$ cat src/swc_pkg.sv
// Constants, carrier types and decode helpers of the single-wire configuration port.
// Assumes a 100 MHz core clock and an open-drain line with an external pull-up.
// Functional notes
// (RULE1) Bytes move half duplex at 9600 bit/s, eight data bits per frame.
// (RULE2) Low start bit, high stop bit, idle high: ten bit times per byte.
// (RULE3) Falling edge starts frame; first sample 24 minus 2 ticks later, then every 16.
// (RULE4) With enable low the port never sends a message of its own.
// (RULE5) Host commands are answered whatever the enable level.
// (RULE6) A reply begins within 3.125 ms of the command's last bit.
// (RULE7) No transmission starts while a packet is still on the line.
// (RULE8) Host watches for contention, backs off three packet times.
// (RULE9) Low-power mode change waits until the message in flight is done.
// (RULE10) Command byte: bit 7 set, bits 6 and 5 zero, code in bits 4 to 0.
// (RULE11) Host message is a command byte, plus a data byte only when needed.
// (RULE12) Missing data byte: not-acknowledge after 5 ms of silence.
// (RULE13) Reply echoes command with bit 7 clear, bit 6 the acknowledge, then data.
// (RULE14) Unsupported or malformed commands receive a not-acknowledge.
// (RULE15) Unsolicited messages may be sent; host need not reply.
// (RULE16) Unsolicited status report only when a status bit becomes active.
// (RULE17) Reported faults clear on status request or enable toggle, unless still present.
// (RULE18) Restart sets the brown-out flag and one unsolicited report follows.
// (RULE19) Brown-out flag clears when the acknowledged status-1 reply is sent; the code clears it when the status-1 command is decoded, before the reply.
// (RULE20) Configuration writes are accepted at any time.
// (RULE21) Status requests return the current status register contents.
// (RULE22) Configuration-1 write sets the current-limit DAC code; read returns it.
// (RULE23) Codes 81H to 87H: write/read cfg0, write/read cfg1, status0, status1, write cfg2.
// (RULE24) A tick at sixteen times the baud rate times both receive and transmit.

package swc_pkg;

   // ----------------------------------------------------------------
   // Timing
   // ----------------------------------------------------------------
   localparam int unsigned CLK_HZ           = 100_000_000;
   localparam int unsigned CLK_PERIOD_NS    = 10;
   localparam int unsigned BAUD             = 9600;
   localparam int unsigned OVERSAMPLE       = 16;
   localparam int unsigned TICK_DIV         = CLK_HZ / (BAUD * OVERSAMPLE);
   localparam int unsigned START_TICKS      = 24;
   localparam int unsigned SYNC_TICKS       = 2;
   localparam int unsigned FIRST_SAMPLE     = START_TICKS - SYNC_TICKS;
   localparam int unsigned BIT_TICKS        = 16;
   localparam int unsigned DATA_BITS        = 8;
   localparam int unsigned FRAME_BITS       = 10;
   localparam int unsigned RESP_MAX_NS      = 3_125_000;
   localparam int unsigned RESP_MAX_CYC     = RESP_MAX_NS / CLK_PERIOD_NS;
   localparam int unsigned DATA_TMO_NS      = 5_000_000;
   localparam int unsigned DATA_TMO_CYC     = (DATA_TMO_NS + CLK_PERIOD_NS - 1) / CLK_PERIOD_NS;

   // ----------------------------------------------------------------
   // Byte layout and command codes
   // ----------------------------------------------------------------
   localparam int unsigned CMD_MARK_BIT     = 7;
   localparam int unsigned ACK_BIT          = 6;
   localparam logic [4:0]  CMD_SET_CFG0     = 5'h01;
   localparam logic [4:0]  CMD_GET_CFG0     = 5'h02;
   localparam logic [4:0]  CMD_SET_CFG1     = 5'h03;
   localparam logic [4:0]  CMD_GET_CFG1     = 5'h04;
   localparam logic [4:0]  CMD_STATUS0      = 5'h05;
   localparam logic [4:0]  CMD_STATUS1      = 5'h06;
   localparam logic [4:0]  CMD_SET_CFG2     = 5'h07;

   // ----------------------------------------------------------------
   // Reset values and field positions
   // ----------------------------------------------------------------
   localparam logic [7:0]  CFG0_RST         = 8'h00;
   localparam logic [7:0]  CFG1_RST         = 8'h40;
   localparam logic [7:0]  CFG2_RST         = 8'h00;
   localparam int unsigned BROWN_OUT_BIT    = 0;

   typedef struct packed {
      logic [7:0] cfg0;
      logic [7:0] cfg1;
      logic [7:0] cfg2;
   } cfg_s;

   typedef struct packed {
      logic [7:0] reg0;
      logic [7:0] reg1;
   } status_s;

   function automatic logic needs_data(input logic [4:0] code);
      needs_data = (code == CMD_SET_CFG0) || (code == CMD_SET_CFG1) || (code == CMD_SET_CFG2);
   endfunction : needs_data

   function automatic logic known_cmd(input logic [4:0] code);
      known_cmd = (code >= CMD_SET_CFG0) && (code <= CMD_SET_CFG2);
   endfunction : known_cmd

endpackage : swc_pkg

$ cat src/swc_baud_tick.sv
// Oversampling tick generator: one-cycle pulse every DIV clocks.
// Assumes the core clock named in the package.
`timescale 1ns/1ps

module swc_baud_tick #(
   parameter int unsigned DIV = swc_pkg::TICK_DIV
) (
   // Clock and reset
   input  wire logic clock_i,
   input  wire logic arst_n_i,
   // Tick
   output logic      tick_o
);
   import swc_pkg::*;

   localparam int unsigned CW = $clog2(DIV);

   typedef struct packed {
      logic [CW-1:0] cnt;
      logic          tick;
   } tick_state_s;

   tick_state_s s_ff;
   tick_state_s nxt_s;

   always_comb begin
      nxt_s = s_ff;
      nxt_s.tick = 1'b0;
      if (s_ff.cnt == CW'(DIV - 1)) begin  // RULE24
         nxt_s.cnt  = '0;
         nxt_s.tick = 1'b1;
      end else begin
         nxt_s.cnt = s_ff.cnt + 1'b1;
      end
   end

   always_ff @(posedge clock_i or negedge arst_n_i) begin
      if (!arst_n_i) begin
         s_ff <= '0;
      end else begin
         s_ff <= nxt_s;
      end
   end

   assign tick_o = s_ff.tick;

endmodule : swc_baud_tick

$ cat src/swc_byte_tx.sv
// Byte serializer for the open-drain line: start bit, eight data bits LSB first, stop bit.
// Assumes tick_i pulses at sixteen times the baud rate.
`timescale 1ns/1ps

module swc_byte_tx (
   // Clock and reset
   input  wire logic       clock_i,
   input  wire logic       arst_n_i,
   // Request
   input  wire logic       tick_i,
   input  wire logic       start_i,
   input  wire logic [7:0] byte_i,
   // Line and status
   output logic            line_o,
   output logic            line_oe_o,
   output logic            busy_o,
   output logic            done_o
);
   import swc_pkg::*;

   typedef struct packed {
      logic       busy;
      logic [9:0] shift;
      logic [3:0] bit_cnt;
      logic [3:0] tick_cnt;
      logic       line;
      logic       oe;
      logic       done;
   } tx_state_s;

   tx_state_s s_ff;
   tx_state_s nxt_s;

   always_comb begin
      nxt_s = s_ff;
      nxt_s.done = 1'b0;
      if (!s_ff.busy) begin
         if (start_i) begin
            nxt_s.busy     = 1'b1;
            nxt_s.shift    = {1'b1, byte_i, 1'b0};  // RULE2
            nxt_s.bit_cnt  = '0;
            nxt_s.tick_cnt = 4'(BIT_TICKS - 1);
            nxt_s.line     = 1'b0;
            nxt_s.oe       = 1'b1;
         end
      end else if (tick_i) begin
         if (s_ff.tick_cnt != '0) begin
            nxt_s.tick_cnt = s_ff.tick_cnt - 1'b1;
         end else if (s_ff.bit_cnt == 4'(FRAME_BITS - 1)) begin  // RULE1
            nxt_s.busy = 1'b0;
            nxt_s.done = 1'b1;
            nxt_s.line = 1'b1;
            nxt_s.oe   = 1'b0;
         end else begin
            nxt_s.bit_cnt  = s_ff.bit_cnt + 1'b1;
            nxt_s.shift    = {1'b1, s_ff.shift[9:1]};
            nxt_s.line     = s_ff.shift[1];
            nxt_s.oe       = ~s_ff.shift[1];
            nxt_s.tick_cnt = 4'(BIT_TICKS - 1);  // RULE24
         end
      end
   end

   always_ff @(posedge clock_i or negedge arst_n_i) begin
      if (!arst_n_i) begin
         s_ff      <= '0;
         s_ff.line <= 1'b1;
      end else begin
         s_ff <= nxt_s;
      end
   end

   assign line_o    = s_ff.line;
   assign line_oe_o = s_ff.oe;
   assign busy_o    = s_ff.busy;
   assign done_o    = s_ff.done;

endmodule : swc_byte_tx

$ cat src/single_wire_config_port.sv
// Single-wire configuration port: receiver, command handling, replies and reports.
// Assumes the line input is synchronous to clock_i and pulled up outside.
`timescale 1ns/1ps

module single_wire_config_port #(
   parameter int unsigned BAUD_DIV = swc_pkg::TICK_DIV,
   parameter int unsigned DATA_TMO = swc_pkg::DATA_TMO_CYC
) (
   // Clock and reset
   input  wire logic            clock_i,
   input  wire logic            arst_n_i,
   // Open-drain line
   input  wire logic            single_wire_config_line_i,
   output logic                 single_wire_config_line_o,
   output logic                 single_wire_config_line_oe_o,
   // Device control
   input  wire logic            enable_i,
   input  wire logic            restart_i,
   input  wire logic            lowpower_req_i,
   output logic                 lowpower_go_o,
   // Status conditions and registers
   input  wire swc_pkg::status_s status_cond_i,
   output swc_pkg::status_s      status_o,
   // Configuration
   output swc_pkg::cfg_s         cfg_o
);
   import swc_pkg::*;

   localparam int unsigned TW = $clog2(DATA_TMO + 1);

   typedef enum logic [0:0] {
      R_IDLE,
      R_BITS
   } rx_state_e;

   typedef enum logic [1:0] {
      P_IDLE,
      P_WAIT_DATA,
      P_LAUNCH,
      P_DRAIN
   } proto_state_e;

   typedef struct packed {
      rx_state_e    rx_st;
      logic         line_prev;
      logic [4:0]   rx_tick_cnt;
      logic [3:0]   rx_bit_cnt;
      logic [7:0]   rx_shift;
      logic         rx_valid;
      logic [7:0]   rx_byte;
      proto_state_e p_st;
      logic [4:0]   cmd;
      logic [TW-1:0] tmo_cnt;
      logic [7:0]   cur;
      logic [7:0]   dat;
      logic         two;
      logic         tx_start;
      cfg_s         cfg;
      status_s      stat;
      logic         bo_flag;
      logic         pend0;
      logic         pend1;
      logic         en_prev;
      logic         lowpower_go;
   } port_state_s;

   port_state_s s_ff;
   port_state_s nxt_s;

   logic tick;
   logic tx_busy;
   logic tx_done;
   logic tx_line;
   logic tx_oe;

   // ----------------------------------------------------------------
   // Bit timing and transmitter
   // ----------------------------------------------------------------
   swc_baud_tick #(
      .DIV      (BAUD_DIV)
   ) u_tick (
      .clock_i  (clock_i),
      .arst_n_i (arst_n_i),
      .tick_o   (tick)
   );

   swc_byte_tx u_tx (
      .clock_i   (clock_i),
      .arst_n_i  (arst_n_i),
      .tick_i    (tick),
      .start_i   (s_ff.tx_start),
      .byte_i    (s_ff.cur),
      .line_o    (tx_line),
      .line_oe_o (tx_oe),
      .busy_o    (tx_busy),
      .done_o    (tx_done)
   );

   // ----------------------------------------------------------------
   // Next state
   // ----------------------------------------------------------------
   always_comb begin
      logic       rx_busy;
      logic       en_rise;
      logic       clr0;
      logic       clr1;
      logic       bo_clr;
      logic [7:0] rb;
      logic [7:0] rise0;
      logic [7:0] rise1;
      rx_busy = 1'b0;
      en_rise = 1'b0;
      clr0    = 1'b0;
      clr1    = 1'b0;
      bo_clr  = 1'b0;
      rb      = '0;
      rise0   = '0;
      rise1   = '0;

      nxt_s = s_ff;
      nxt_s.rx_valid  = 1'b0;
      nxt_s.tx_start  = 1'b0;
      nxt_s.line_prev = single_wire_config_line_i;
      nxt_s.en_prev   = enable_i;
      en_rise = enable_i & ~s_ff.en_prev;

      // Receiver, muted while our own frame is on the line
      case (s_ff.rx_st)
         R_IDLE: begin
            if (!tx_busy && !s_ff.tx_start && s_ff.line_prev
                && !single_wire_config_line_i) begin  // RULE3
               nxt_s.rx_st       = R_BITS;
               nxt_s.rx_tick_cnt = 5'(FIRST_SAMPLE - 1);
               nxt_s.rx_bit_cnt  = '0;
            end
         end
         R_BITS: begin
            if (tick) begin
               if (s_ff.rx_tick_cnt != '0) begin
                  nxt_s.rx_tick_cnt = s_ff.rx_tick_cnt - 1'b1;
               end else if (s_ff.rx_bit_cnt == 4'(DATA_BITS)) begin
                  nxt_s.rx_st    = R_IDLE;
                  nxt_s.rx_valid = single_wire_config_line_i;  // RULE2
                  nxt_s.rx_byte  = s_ff.rx_shift;
               end else begin
                  nxt_s.rx_shift    = {single_wire_config_line_i, s_ff.rx_shift[7:1]};
                  nxt_s.rx_bit_cnt  = s_ff.rx_bit_cnt + 1'b1;
                  nxt_s.rx_tick_cnt = 5'(BIT_TICKS - 1);  // RULE3
               end
            end
         end
         default: begin
            nxt_s.rx_st = R_IDLE;
         end
      endcase
      rx_busy = (s_ff.rx_st != R_IDLE);

      // Command handling and replies
      rb = s_ff.rx_byte;
      case (s_ff.p_st)
         P_IDLE: begin
            if (s_ff.rx_valid && rb[CMD_MARK_BIT]) begin
               nxt_s.two  = 1'b0;
               nxt_s.p_st = P_LAUNCH;  // RULE5
               if ((rb[6:5] != 2'b00) || !known_cmd(rb[4:0])) begin  // RULE10
                  nxt_s.cur = {2'b00, rb[5:0]};  // RULE14
               end else if (needs_data(rb[4:0])) begin  // RULE11
                  nxt_s.cmd     = rb[4:0];
                  nxt_s.tmo_cnt = '0;
                  nxt_s.p_st    = P_WAIT_DATA;
               end else begin
                  nxt_s.cur = {2'b01, rb[5:0]};  // RULE13
                  nxt_s.two = 1'b1;
                  case (rb[4:0])
                     CMD_GET_CFG0: nxt_s.dat = s_ff.cfg.cfg0;
                     CMD_GET_CFG1: nxt_s.dat = s_ff.cfg.cfg1;  // RULE22
                     CMD_STATUS0: begin
                        nxt_s.dat = s_ff.stat.reg0;  // RULE21
                        clr0      = 1'b1;  // RULE17
                     end
                     CMD_STATUS1: begin
                        nxt_s.dat = s_ff.stat.reg1;  // RULE21
                        clr1      = 1'b1;
                        bo_clr    = 1'b1;  // RULE19
                     end
                     default: nxt_s.two = 1'b0;
                  endcase
               end
            end else if (!s_ff.rx_valid && !rx_busy && enable_i
                         && (s_ff.pend0 || s_ff.pend1)) begin  // RULE4
               nxt_s.two  = 1'b1;
               nxt_s.p_st = P_LAUNCH;  // RULE15
               if (s_ff.pend1) begin
                  nxt_s.cur   = {3'b010, CMD_STATUS1};
                  nxt_s.dat   = s_ff.stat.reg1;
                  nxt_s.pend1 = 1'b0;
               end else begin
                  nxt_s.cur   = {3'b010, CMD_STATUS0};
                  nxt_s.dat   = s_ff.stat.reg0;
                  nxt_s.pend0 = 1'b0;
               end
            end
         end
         P_WAIT_DATA: begin
            if (s_ff.rx_valid) begin
               case (s_ff.cmd)  // RULE20
                  CMD_SET_CFG0: nxt_s.cfg.cfg0 = rb;
                  CMD_SET_CFG1: nxt_s.cfg.cfg1 = rb;  // RULE22
                  default:      nxt_s.cfg.cfg2 = rb;
               endcase
               nxt_s.cur  = {3'b010, s_ff.cmd};  // RULE13
               nxt_s.p_st = P_LAUNCH;
            end else if (rx_busy) begin
               nxt_s.tmo_cnt = '0;
            end else if (s_ff.tmo_cnt == TW'(DATA_TMO - 1)) begin  // RULE12
               nxt_s.cur  = {3'b000, s_ff.cmd};
               nxt_s.p_st = P_LAUNCH;
            end else begin
               nxt_s.tmo_cnt = s_ff.tmo_cnt + 1'b1;
            end
         end
         P_LAUNCH: begin
            if (!tx_busy && !rx_busy && single_wire_config_line_i) begin  // RULE7
               nxt_s.tx_start = 1'b1;  // RULE6
               nxt_s.p_st     = P_DRAIN;
            end
         end
         P_DRAIN: begin
            if (tx_done) begin
               if (s_ff.two) begin
                  nxt_s.cur  = s_ff.dat;
                  nxt_s.two  = 1'b0;
                  nxt_s.p_st = P_LAUNCH;
               end else begin
                  nxt_s.p_st = P_IDLE;
               end
            end
         end
         default: begin
            nxt_s.p_st = P_IDLE;
         end
      endcase

      // Status latching: a live condition wins over a clear, except reg1 bit 0, which always follows bo_flag
      nxt_s.bo_flag   = restart_i | (s_ff.bo_flag & ~bo_clr);  // RULE18
      nxt_s.stat.reg0 = status_cond_i.reg0
                        | (s_ff.stat.reg0 & ~{8{clr0 | en_rise}});  // RULE17
      nxt_s.stat.reg1 = status_cond_i.reg1
                        | (s_ff.stat.reg1 & ~{8{clr1 | en_rise}});
      nxt_s.stat.reg1[BROWN_OUT_BIT] = nxt_s.bo_flag;
      rise0 = nxt_s.stat.reg0 & ~s_ff.stat.reg0;
      rise1 = nxt_s.stat.reg1 & ~s_ff.stat.reg1;
      if (rise0 != '0) begin
         nxt_s.pend0 = 1'b1;  // RULE16
      end
      if (rise1 != '0) begin
         nxt_s.pend1 = 1'b1;  // RULE18
      end

      // Mode change only with nothing in flight
      nxt_s.lowpower_go = lowpower_req_i && !rx_busy && !tx_busy && !s_ff.rx_valid
                          && !s_ff.tx_start && (s_ff.p_st == P_IDLE);  // RULE9
   end

   // ----------------------------------------------------------------
   // State register
   // ----------------------------------------------------------------
   always_ff @(posedge clock_i or negedge arst_n_i) begin
      if (!arst_n_i) begin
         s_ff           <= '0;
         s_ff.rx_st     <= R_IDLE;
         s_ff.p_st      <= P_IDLE;
         s_ff.line_prev <= 1'b1;
         s_ff.cfg.cfg0  <= CFG0_RST;
         s_ff.cfg.cfg1  <= CFG1_RST;
         s_ff.cfg.cfg2  <= CFG2_RST;
         s_ff.bo_flag   <= 1'b1;
      end else begin
         s_ff <= nxt_s;
      end
   end

   // ----------------------------------------------------------------
   // Outputs
   // ----------------------------------------------------------------
   assign single_wire_config_line_o    = tx_line;
   assign single_wire_config_line_oe_o = tx_oe;
   assign lowpower_go_o                = s_ff.lowpower_go;
   assign status_o                     = s_ff.stat;
   assign cfg_o                        = s_ff.cfg;

endmodule : single_wire_config_port

$ cat config.mk
export PLATFORM = sky130hd
export DESIGN_NAME = single_wire_config_port
export DESIGN_NICKNAME = d
export VERILOG_FILES = /design/src/swc_pkg.sv /design/src/swc_baud_tick.sv /design/src/swc_byte_tx.sv /design/src/single_wire_config_port.sv
export SDC_FILE = /design/constraint.sdc
export NUM_CORES = 1
export LEC_CHECK = 0
export BUFFER_PORTS_ARGS = -buffer_cell sky130_fd_sc_hd__buf_2
export CORE_MARGIN = 2
export CORE_UTILIZATION = 36
export CTS_CLUSTER_SIZE = 40
export DETAILED_ROUTE_END_ITERATION = 8
export HOLD_SLACK_MARGIN = 0.03
export PLACE_DENSITY_LB_ADDON = 0.12
export SKIP_CTS_REPAIR_TIMING = 1
export SLEW_MARGIN = 20
export SYNTH_ARGS = -nofsm -noshare
export SYNTH_HDL_FRONTEND = slang
export SYNTH_SLANG_ARGS = --single-unit
$ cat constraint.sdc
create_clock -name clock_i -period 4.35 [get_ports clock_i]
set_clock_uncertainty 0.15 [all_clocks]
set_input_delay 0.435 -clock clock_i [delete_from_list [all_inputs] [get_ports clock_i]]
set_output_delay 0.435 -clock clock_i [all_outputs]
set_load 0.01 [all_outputs]
; ---- Yosys cells after proc, flatten, opt, wreduce, memory -nomap -nowiden
; Cells that the tools add are included.
[totals]
register_bits = 150
out_inout_bits = 43
wordCells = 243
in_bits = 22
[op_classes]
eq_ne = 43
magnitude_cmp = 2
n_reduce_logical = 60
bitwise = 23
n_mux = 76
n_addsub = 6
[op_table]
columns = op, n
row1 = 26-bit 2-to-1 mux, 3
row2 = 19-bit 2-to-1 mux, 4
row3 = 17-bit 2-to-1 mux, 4
row4 = 21-bit 2-to-1 mux, 3
row5 = 8-bit 2-to-1 mux, 6
row6 = 19-bit one-hot mux with 2 select lines, 1
row7 = 9-bit 2-to-1 mux, 4
row8 = 8-bit bitwise AND, 4
row9 = 8-bit NOT, 4
row10 = 8-bit one-hot mux with 4 select lines, 1
row11 = "2-bit != test, second input constant", 14
row12 = 1-bit 2-to-1 mux, 25
row13 = 2-bit 2-to-1 mux, 12
row14 = 8-bit one-hot mux with 3 select lines, 1
row15 = 3-bit AND reduction, 8
row16 = 4-bit AND reduction, 6
row17 = 22-bit 2-to-1 mux, 1
row18 = "5-bit by 3-bit == test with 1-bit output, second input constant", 4
row19 = 10-bit 2-to-1 mux, 2
row20 = "19-bit by 1-bit adder with 19-bit output, second input constant", 1
row21 = "19-bit == test, second input constant", 1
row22 = 18-bit 2-to-1 mux, 1
row23 = "3-bit != test, second input constant", 6
row24 = 9-bit one-hot mux with 2 select lines, 1
row25 = 39 further kinds, 93

; ---- Logic depth before layout (Yosys ltp)
[depth]
depth_word = 15
ltp_mapped = 8
ltp_nobuf = 7

; ---- By module
; Synthesis repeated with hierarchy kept, for this count alone.
[unflattened]
hier_cells = 716
hier_area_um2 = 7663.6
[by_module_without_submodules]
columns = mod, instances, seq_area_each_um2, area_each_um2, cells_each
row1 = single_wire_config_port, 1, 2931.6, 6123.4, 582
row2 = swc_byte_tx, 1, 526.8, 1002.2, 87
row3 = swc_baud_tick, 1, 275.3, 538.0, 47

; ---- Worst setup path after synthesis
; Ideal clock, no wire load.
[synth_path]
path_type = reg2reg
from = register s_ff[72] (netlist name)
to = register s_ff[55] (netlist name)
t_required_ns = 4.075
setup_time_ns = 0.125
stages_incl_launch_ff = 6
path_buffers = 0
period_less_slack_ns = 2.543
slack_ns = 1.807
t_arrival_ns = 2.268
cell_sequence = dfrtp_1 -> or4_4 -> nor4_4 -> a211oi_2 -> nor4_4 -> mux2_2
[synth_between]
elab_chain_cells = 3
[synth_lines]
columns = item, line_no
row1 = start: declaration, single_wire_config_port.sv:67  ; port_state_s s_ff;
row2 = start signal: assignment, single_wire_config_port.sv:279  ; s_ff <= nxt_s;
row3 = 19-bit == test, single_wire_config_port.sv:215  ; end else if (s_ff.tmo_cnt == TW'(DATA_TMO - 1)) begin
row4 = 3-bit != test (no line), --
row5 = 7-bit AND reduction (no line), --
; No other way between the ends.
; A chain may end at the register's enable or synchronous reset.

; ---- Worst setup path after layout
[layout_path]
from = register s_ff[92] (netlist name)
to = register s_ff[74] (netlist name)
[layout_between]
elab_chain_cells = 6
elab_cells_between_ends = 13
cone_classes = order compare (2) / eq/ne (5) / reduce/logical (6)
[layout_lines]
columns = item, line_no
row1 = 5-bit by 1-bit >= comparator with 1-bit output or 5-bit by 3-bit <= comparator with 1-bit output (tied branches), swc_pkg.sv:87  ; known_cmd = (code >= CMD_SET_CFG0) && (code <= CMD_SET_CFG2);
row2 = 1-bit logical AND, swc_pkg.sv:87
row3 = 1-bit logical NOT, single_wire_config_port.sv:165  ; if ((rb[6:5] != 2'b00) || !known_cmd(rb[4:0])) begin
row4 = 1-bit logical OR, single_wire_config_port.sv:165
row5 = 2-bit != test (no line), --
row6 = 6-bit AND reduction (no line) (*), --
; Mark *: on every way between the ends. The rest lies on a longest branch, timed or not.

==> impl_table.tex <==
\begin{tabular}{lr}
\hline
Metric & Value \\
\hline
\multicolumn{2}{l}{\textbf{Floorplan}} \\
Die footprint & 22,100 sq um \\
Die height & 149 um \\
Io pins & 65 \\
Die W & 149 um \\
Core Region & 20,400 sq um \\
Site row count & 52 \\
Initial Util & 37.0\% \\
\multicolumn{2}{l}{\textbf{Placed design}} \\
Area after DPL & 7860 sq um \\
\# placed instances & 1,024 \\
DPL Wire Length & 12,300 um \\
Placer Congestion & 0.794 \\
Count of port buffers added during placement & 63 \\
\multicolumn{2}{l}{\textbf{Timing}} \\
Unrepaired setup endpoints after global routing & false \\
Tmin final & 3.22 ns \\
Setup total negative slack & 0 ns \\
Number of failing hold endpoints at the final stage & 0 \\
Post-route clock period utilization & 74.1\% \\
Actual transition at the worst max-transition pin & 0.870 ns \\
Max-slew violation count & 0 \\
Highest clock rate & 310 MHz \\
Max transition margin & 41.8\% \\
Final setup fails & 0 \\
\multicolumn{2}{l}{\textbf{Route}} \\
Routed WL & 17,600 um \\
Detailed-route vias per instance & 5.23 \\
Via count of the routed design & 5,535 \\
Routed wire per std cell & 16.7 um \\
Met3 wirelength from detailed routing & 675 um \\
Antenna Violating Nets Remaining & 0 \\
Post-route DRC & 0 \\
Initial drt markers & 297 \\
Length of the first detailed-routing pass in iterations & 5 \\
DRT met1 WL & 8360 um \\
Highest metal layer with signal wires & met4 \\
Routed wl met2 & 8190 um \\
\multicolumn{2}{l}{\textbf{Final layout}} \\
Most common library cell in the layout ignoring fill and taps & sky130\_fd\_sc\_hd\_\_dfrtp\_1 \\
Multi-input logic area & 3270 sq um \\
Most frequent cells in the layout & sky130\_fd\_sc\_hd\_\_dfrtp\_1, sky130\_fd\_sc\_hd\_\_nand2\_1, sky130\_fd\_sc\_hd\_\_nor2\_1, sky130\_fd\_sc\_hd\_\_buf\_2, sky130\_fd\_sc\_hd\_\_mux2\_2 \\
Area taken by flip-flops and latches & 3730 sq um \\
Number of nets in the final layout & 806 \\
Number of filler instances in the final layout & 1,973 \\
Antenna cell count & 0 \\
Post-route cell area & 8490 sq um \\
Layout cell share with drive strength beyond 1 & 22.3\% \\
Synth-to-Final Area Change & 12.8\% \\
Number of non-filler instances in the completed layout & 1,058 \\
Final core occ & 41.7\% \\
\multicolumn{2}{l}{\textbf{Global route}} \\
Number of antenna violations at the first check in global routing & 0 \\
Vias in the first global route & 5,524 \\
Total gr overflow & 0 \\
First-pass GRT wire length & 29,300 um \\
Total track usage & 16.8\% \\
Largest net degree at the start of global routing & 87 \\
\multicolumn{2}{l}{\textbf{Worst setup path}} \\
Delay of the slowest cell on the worst path & 0.66 ns \\
Classification of the worst setup path & flop to flop \\
CP Data Required Time & 4.51 ns \\
Number of buffer and inverter instances along the worst setup path & 1 \\
Cell depth of the worst setup path & 6 \\
Cell family with most CP delay & simple AND/OR/NAND/NOR gates \\
Largest fanout on the critical path & 11 \\
CP max stage cell & sky130\_fd\_sc\_hd\_\_and4\_1 \\
Crit-path cells & nor4\_1 -> nor4b\_2 -> and4\_1 -> buf\_4 -> o21ai\_0 -> a22o\_1 \\
Crit path arrival time & 3.39 ns \\
Capturing element type of the critical path & flop \\
Register-to-Register Path Depth & 6 \\
Critical path startpoint category & flop \\
\multicolumn{2}{l}{\textbf{Logic synthesis}} \\
Cells taking the most area after synthesis & sky130\_fd\_sc\_hd\_\_dfrtp\_1, sky130\_fd\_sc\_hd\_\_mux2\_2, sky130\_fd\_sc\_hd\_\_nand2\_1 \\
Mapped cell area & 7530 sq um \\
Cell variety after synth & 64 \\
Flip-flop and latch count after synthesis & 149 \\
Number of nets in the synthesized netlist & 780 \\
Top-area cell type share of the netlist area & 48.2\% \\
Post-synth ARST share & 100\% \\
Post-Syn Area per Cell & 10.0 sq um \\
Number of synthesized flops with an enable pin & 0 \\
Count of mapped cells out of synthesis & 749 \\
Proportion of synthesized chip area in sequential cells & 49.6\% \\
Yosys warning count & 0 \\
Predominant post-synthesis flop cell & sky130\_fd\_sc\_hd\_\_dfrtp\_1 \\
Leading area contributor after synthesis & sky130\_fd\_sc\_hd\_\_dfrtp\_1 \\
\multicolumn{2}{l}{\textbf{Power and ir drop}} \\
Overall power after layout & 0.00300 W \\
Leakage power & 3.98 nW \\
Power per unit of standard cell area & 354 nW/um\^{}2 \\
Largest voltage drop on the vdd net & 0.355 mV \\
\multicolumn{2}{l}{\textbf{Worst hold path}} \\
HP Class & primary input to flop \\
Number of stages on the worst hold path & 1 \\
\multicolumn{2}{l}{\textbf{Clock tree}} \\
Clock-pin slew on the worst setup and hold paths & 0.07 ns \\
Root buf cell & sky130\_fd\_sc\_hd\_\_clkbuf\_16 \\
H-tree lvl count & 4 \\
CTS sink cnt & 149 \\
Clock tree from TritonCTS & yes \\
TritonCTS buffer count & 17 \\
Later-pin clock latency in the skew report & 0.43 ns \\
Maximum root-to-sink buffer count & 2 \\
\multicolumn{2}{l}{\textbf{Job}} \\
Max-cap violation count & 0 \\
\multicolumn{2}{l}{\textbf{Outcome}} \\
Run status & complete, no violations \\
\hline
\end{tabular}
==> metrics by stage <==
| step | hold WS [ns] | worst slack (ns) |
|---|---|---|
| 3_3_place_gp | 0.297 | 1.16 |
| 4_1_cts | -0.0480 | 1.11 |
| 2_1_floorplan | -0.0106 | 1.81 |
| 5_1_grt | 0.0358 | 0.872 |
| 6_report | 0.0377 | 1.13 |
| 3_5_place_dp | 0.302 | 1.15 |
==> worst reg2reg max path, cell delays in order, from the launching register on <==
cell and delay (ns):
sky130_fd_sc_hd__dfrtp_1 0.50, sky130_fd_sc_hd__nor4_1 0.62, sky130_fd_sc_hd__nor4b_2 0.56, sky130_fd_sc_hd__and4_1 0.66, sky130_fd_sc_hd__buf_4 0.27, sky130_fd_sc_hd__o21ai_0 0.10
sky130_fd_sc_hd__a22o_1 0.26
==> sequential cells by signal (all words and copies together) (netlist names) <==
name and cells:
status_o 16, u_tick.s_ff 10, u_tx.busy_o 1, lowpower_go_o 1
u_tx.s_ff 17, u_tick.tick_o 1, s_ff 76, cfg_o 24
u_tx.done_o 1, u_tx.line_o 1, u_tx.line_oe_o 1
==> cell type report <==
| cell class | instances | area share, % |
|---|---|---|
| flip-flops and latches | 149 | 44.0 |
| multi-input cells | 499 | 38.5 |
| clock buffers | 18 | 5.17 |
| repair buffers | 77 | 5.09 |
| well taps | 270 | 3.98 |
| clock inverters | 14 | 1.92 |
| inverters | 31 | 1.37 |
==> cells by family (layout without fill, tap and decap cells) <==
group / Yosys count / count (layout) / synth area share (%)
AOI/OAI and AO/OA: 148 / 148 / 13.3
xor gates and xnor gates: 11 / 11 / 1.28
adders and majority gates: 9 / 9 / 1.50
buffers and inverters: 101 / 140 / 7.12
DFF: 149 / 149 / 49.6
muxes: 68 / 68 / 9.83
and+or+nand+nor: 263 / 263 / 17.4
==> path summary, 6_finish.rpt <==
check,from,end,slack [ns]
worst min-delay path,enable_i,s_ff[1]$_DFF_PN0_,0.04
min in group asynchronous,arst_n_i,s_ff[66]$_DFFE_PN0P_,0.48
worst max register to register,s_ff[92]$_DFFE_PN0P_,s_ff[74]$_DFFE_PN0P_,1.13
worst min register to register,u_tx.line_o$_DFFE_PN1P_,u_tx.line_o$_DFFE_PN1P_,0.31
worst max-delay path,s_ff[92]$_DFFE_PN0P_,s_ff[74]$_DFFE_PN0P_,1.13
max in group asynchronous,arst_n_i,s_ff[4]$_DFF_PN1_,2.58
==> cell usage after synthesis (all sizes together), types with 2 or more instances <==
cell type,n
a2111oi,2
a221o,8
a22oi,9
a211oi,3
o2111ai,3
ha,9
a31oi,6
a2bb2oi,2
clkbuf,25
nor2,68
nand4,9
nand2b,5
dfstp,4
mux2i,21
a22o,14
nand3b,5
nor4b,5
xnor2,5
inv,31
or2,4
or4b,3
dfrtp,145
buf,45
a311oi,2
and2,5
a21oi,31
nand2,87
xor2,6
or3,3
and3,9
a41oi,2
nor4,7
and4,2
o22ai,7
nor3b,3
mux2,47
nand3,20
a21o,8
o21ai,40
nor2b,9
nor3,15
==> power breakdown <==
part,total (W),switching [W],internal [W]
clock,0.00151,0.000630,0.000877
combinational,0.0000846,0.0000558,0.0000288
sequential,0.00141,0.0000158,0.00140
total,0.00300,0.000702,0.00230
==> per-layer routing <==
metal	vias up	global-route usage [%]
met2	113	26.3
met5	-	0
met4	0	6.71
met1	2714	23.1
met3	26	3.10
li1	2682	-
Power figures use the tool's default switching activity.
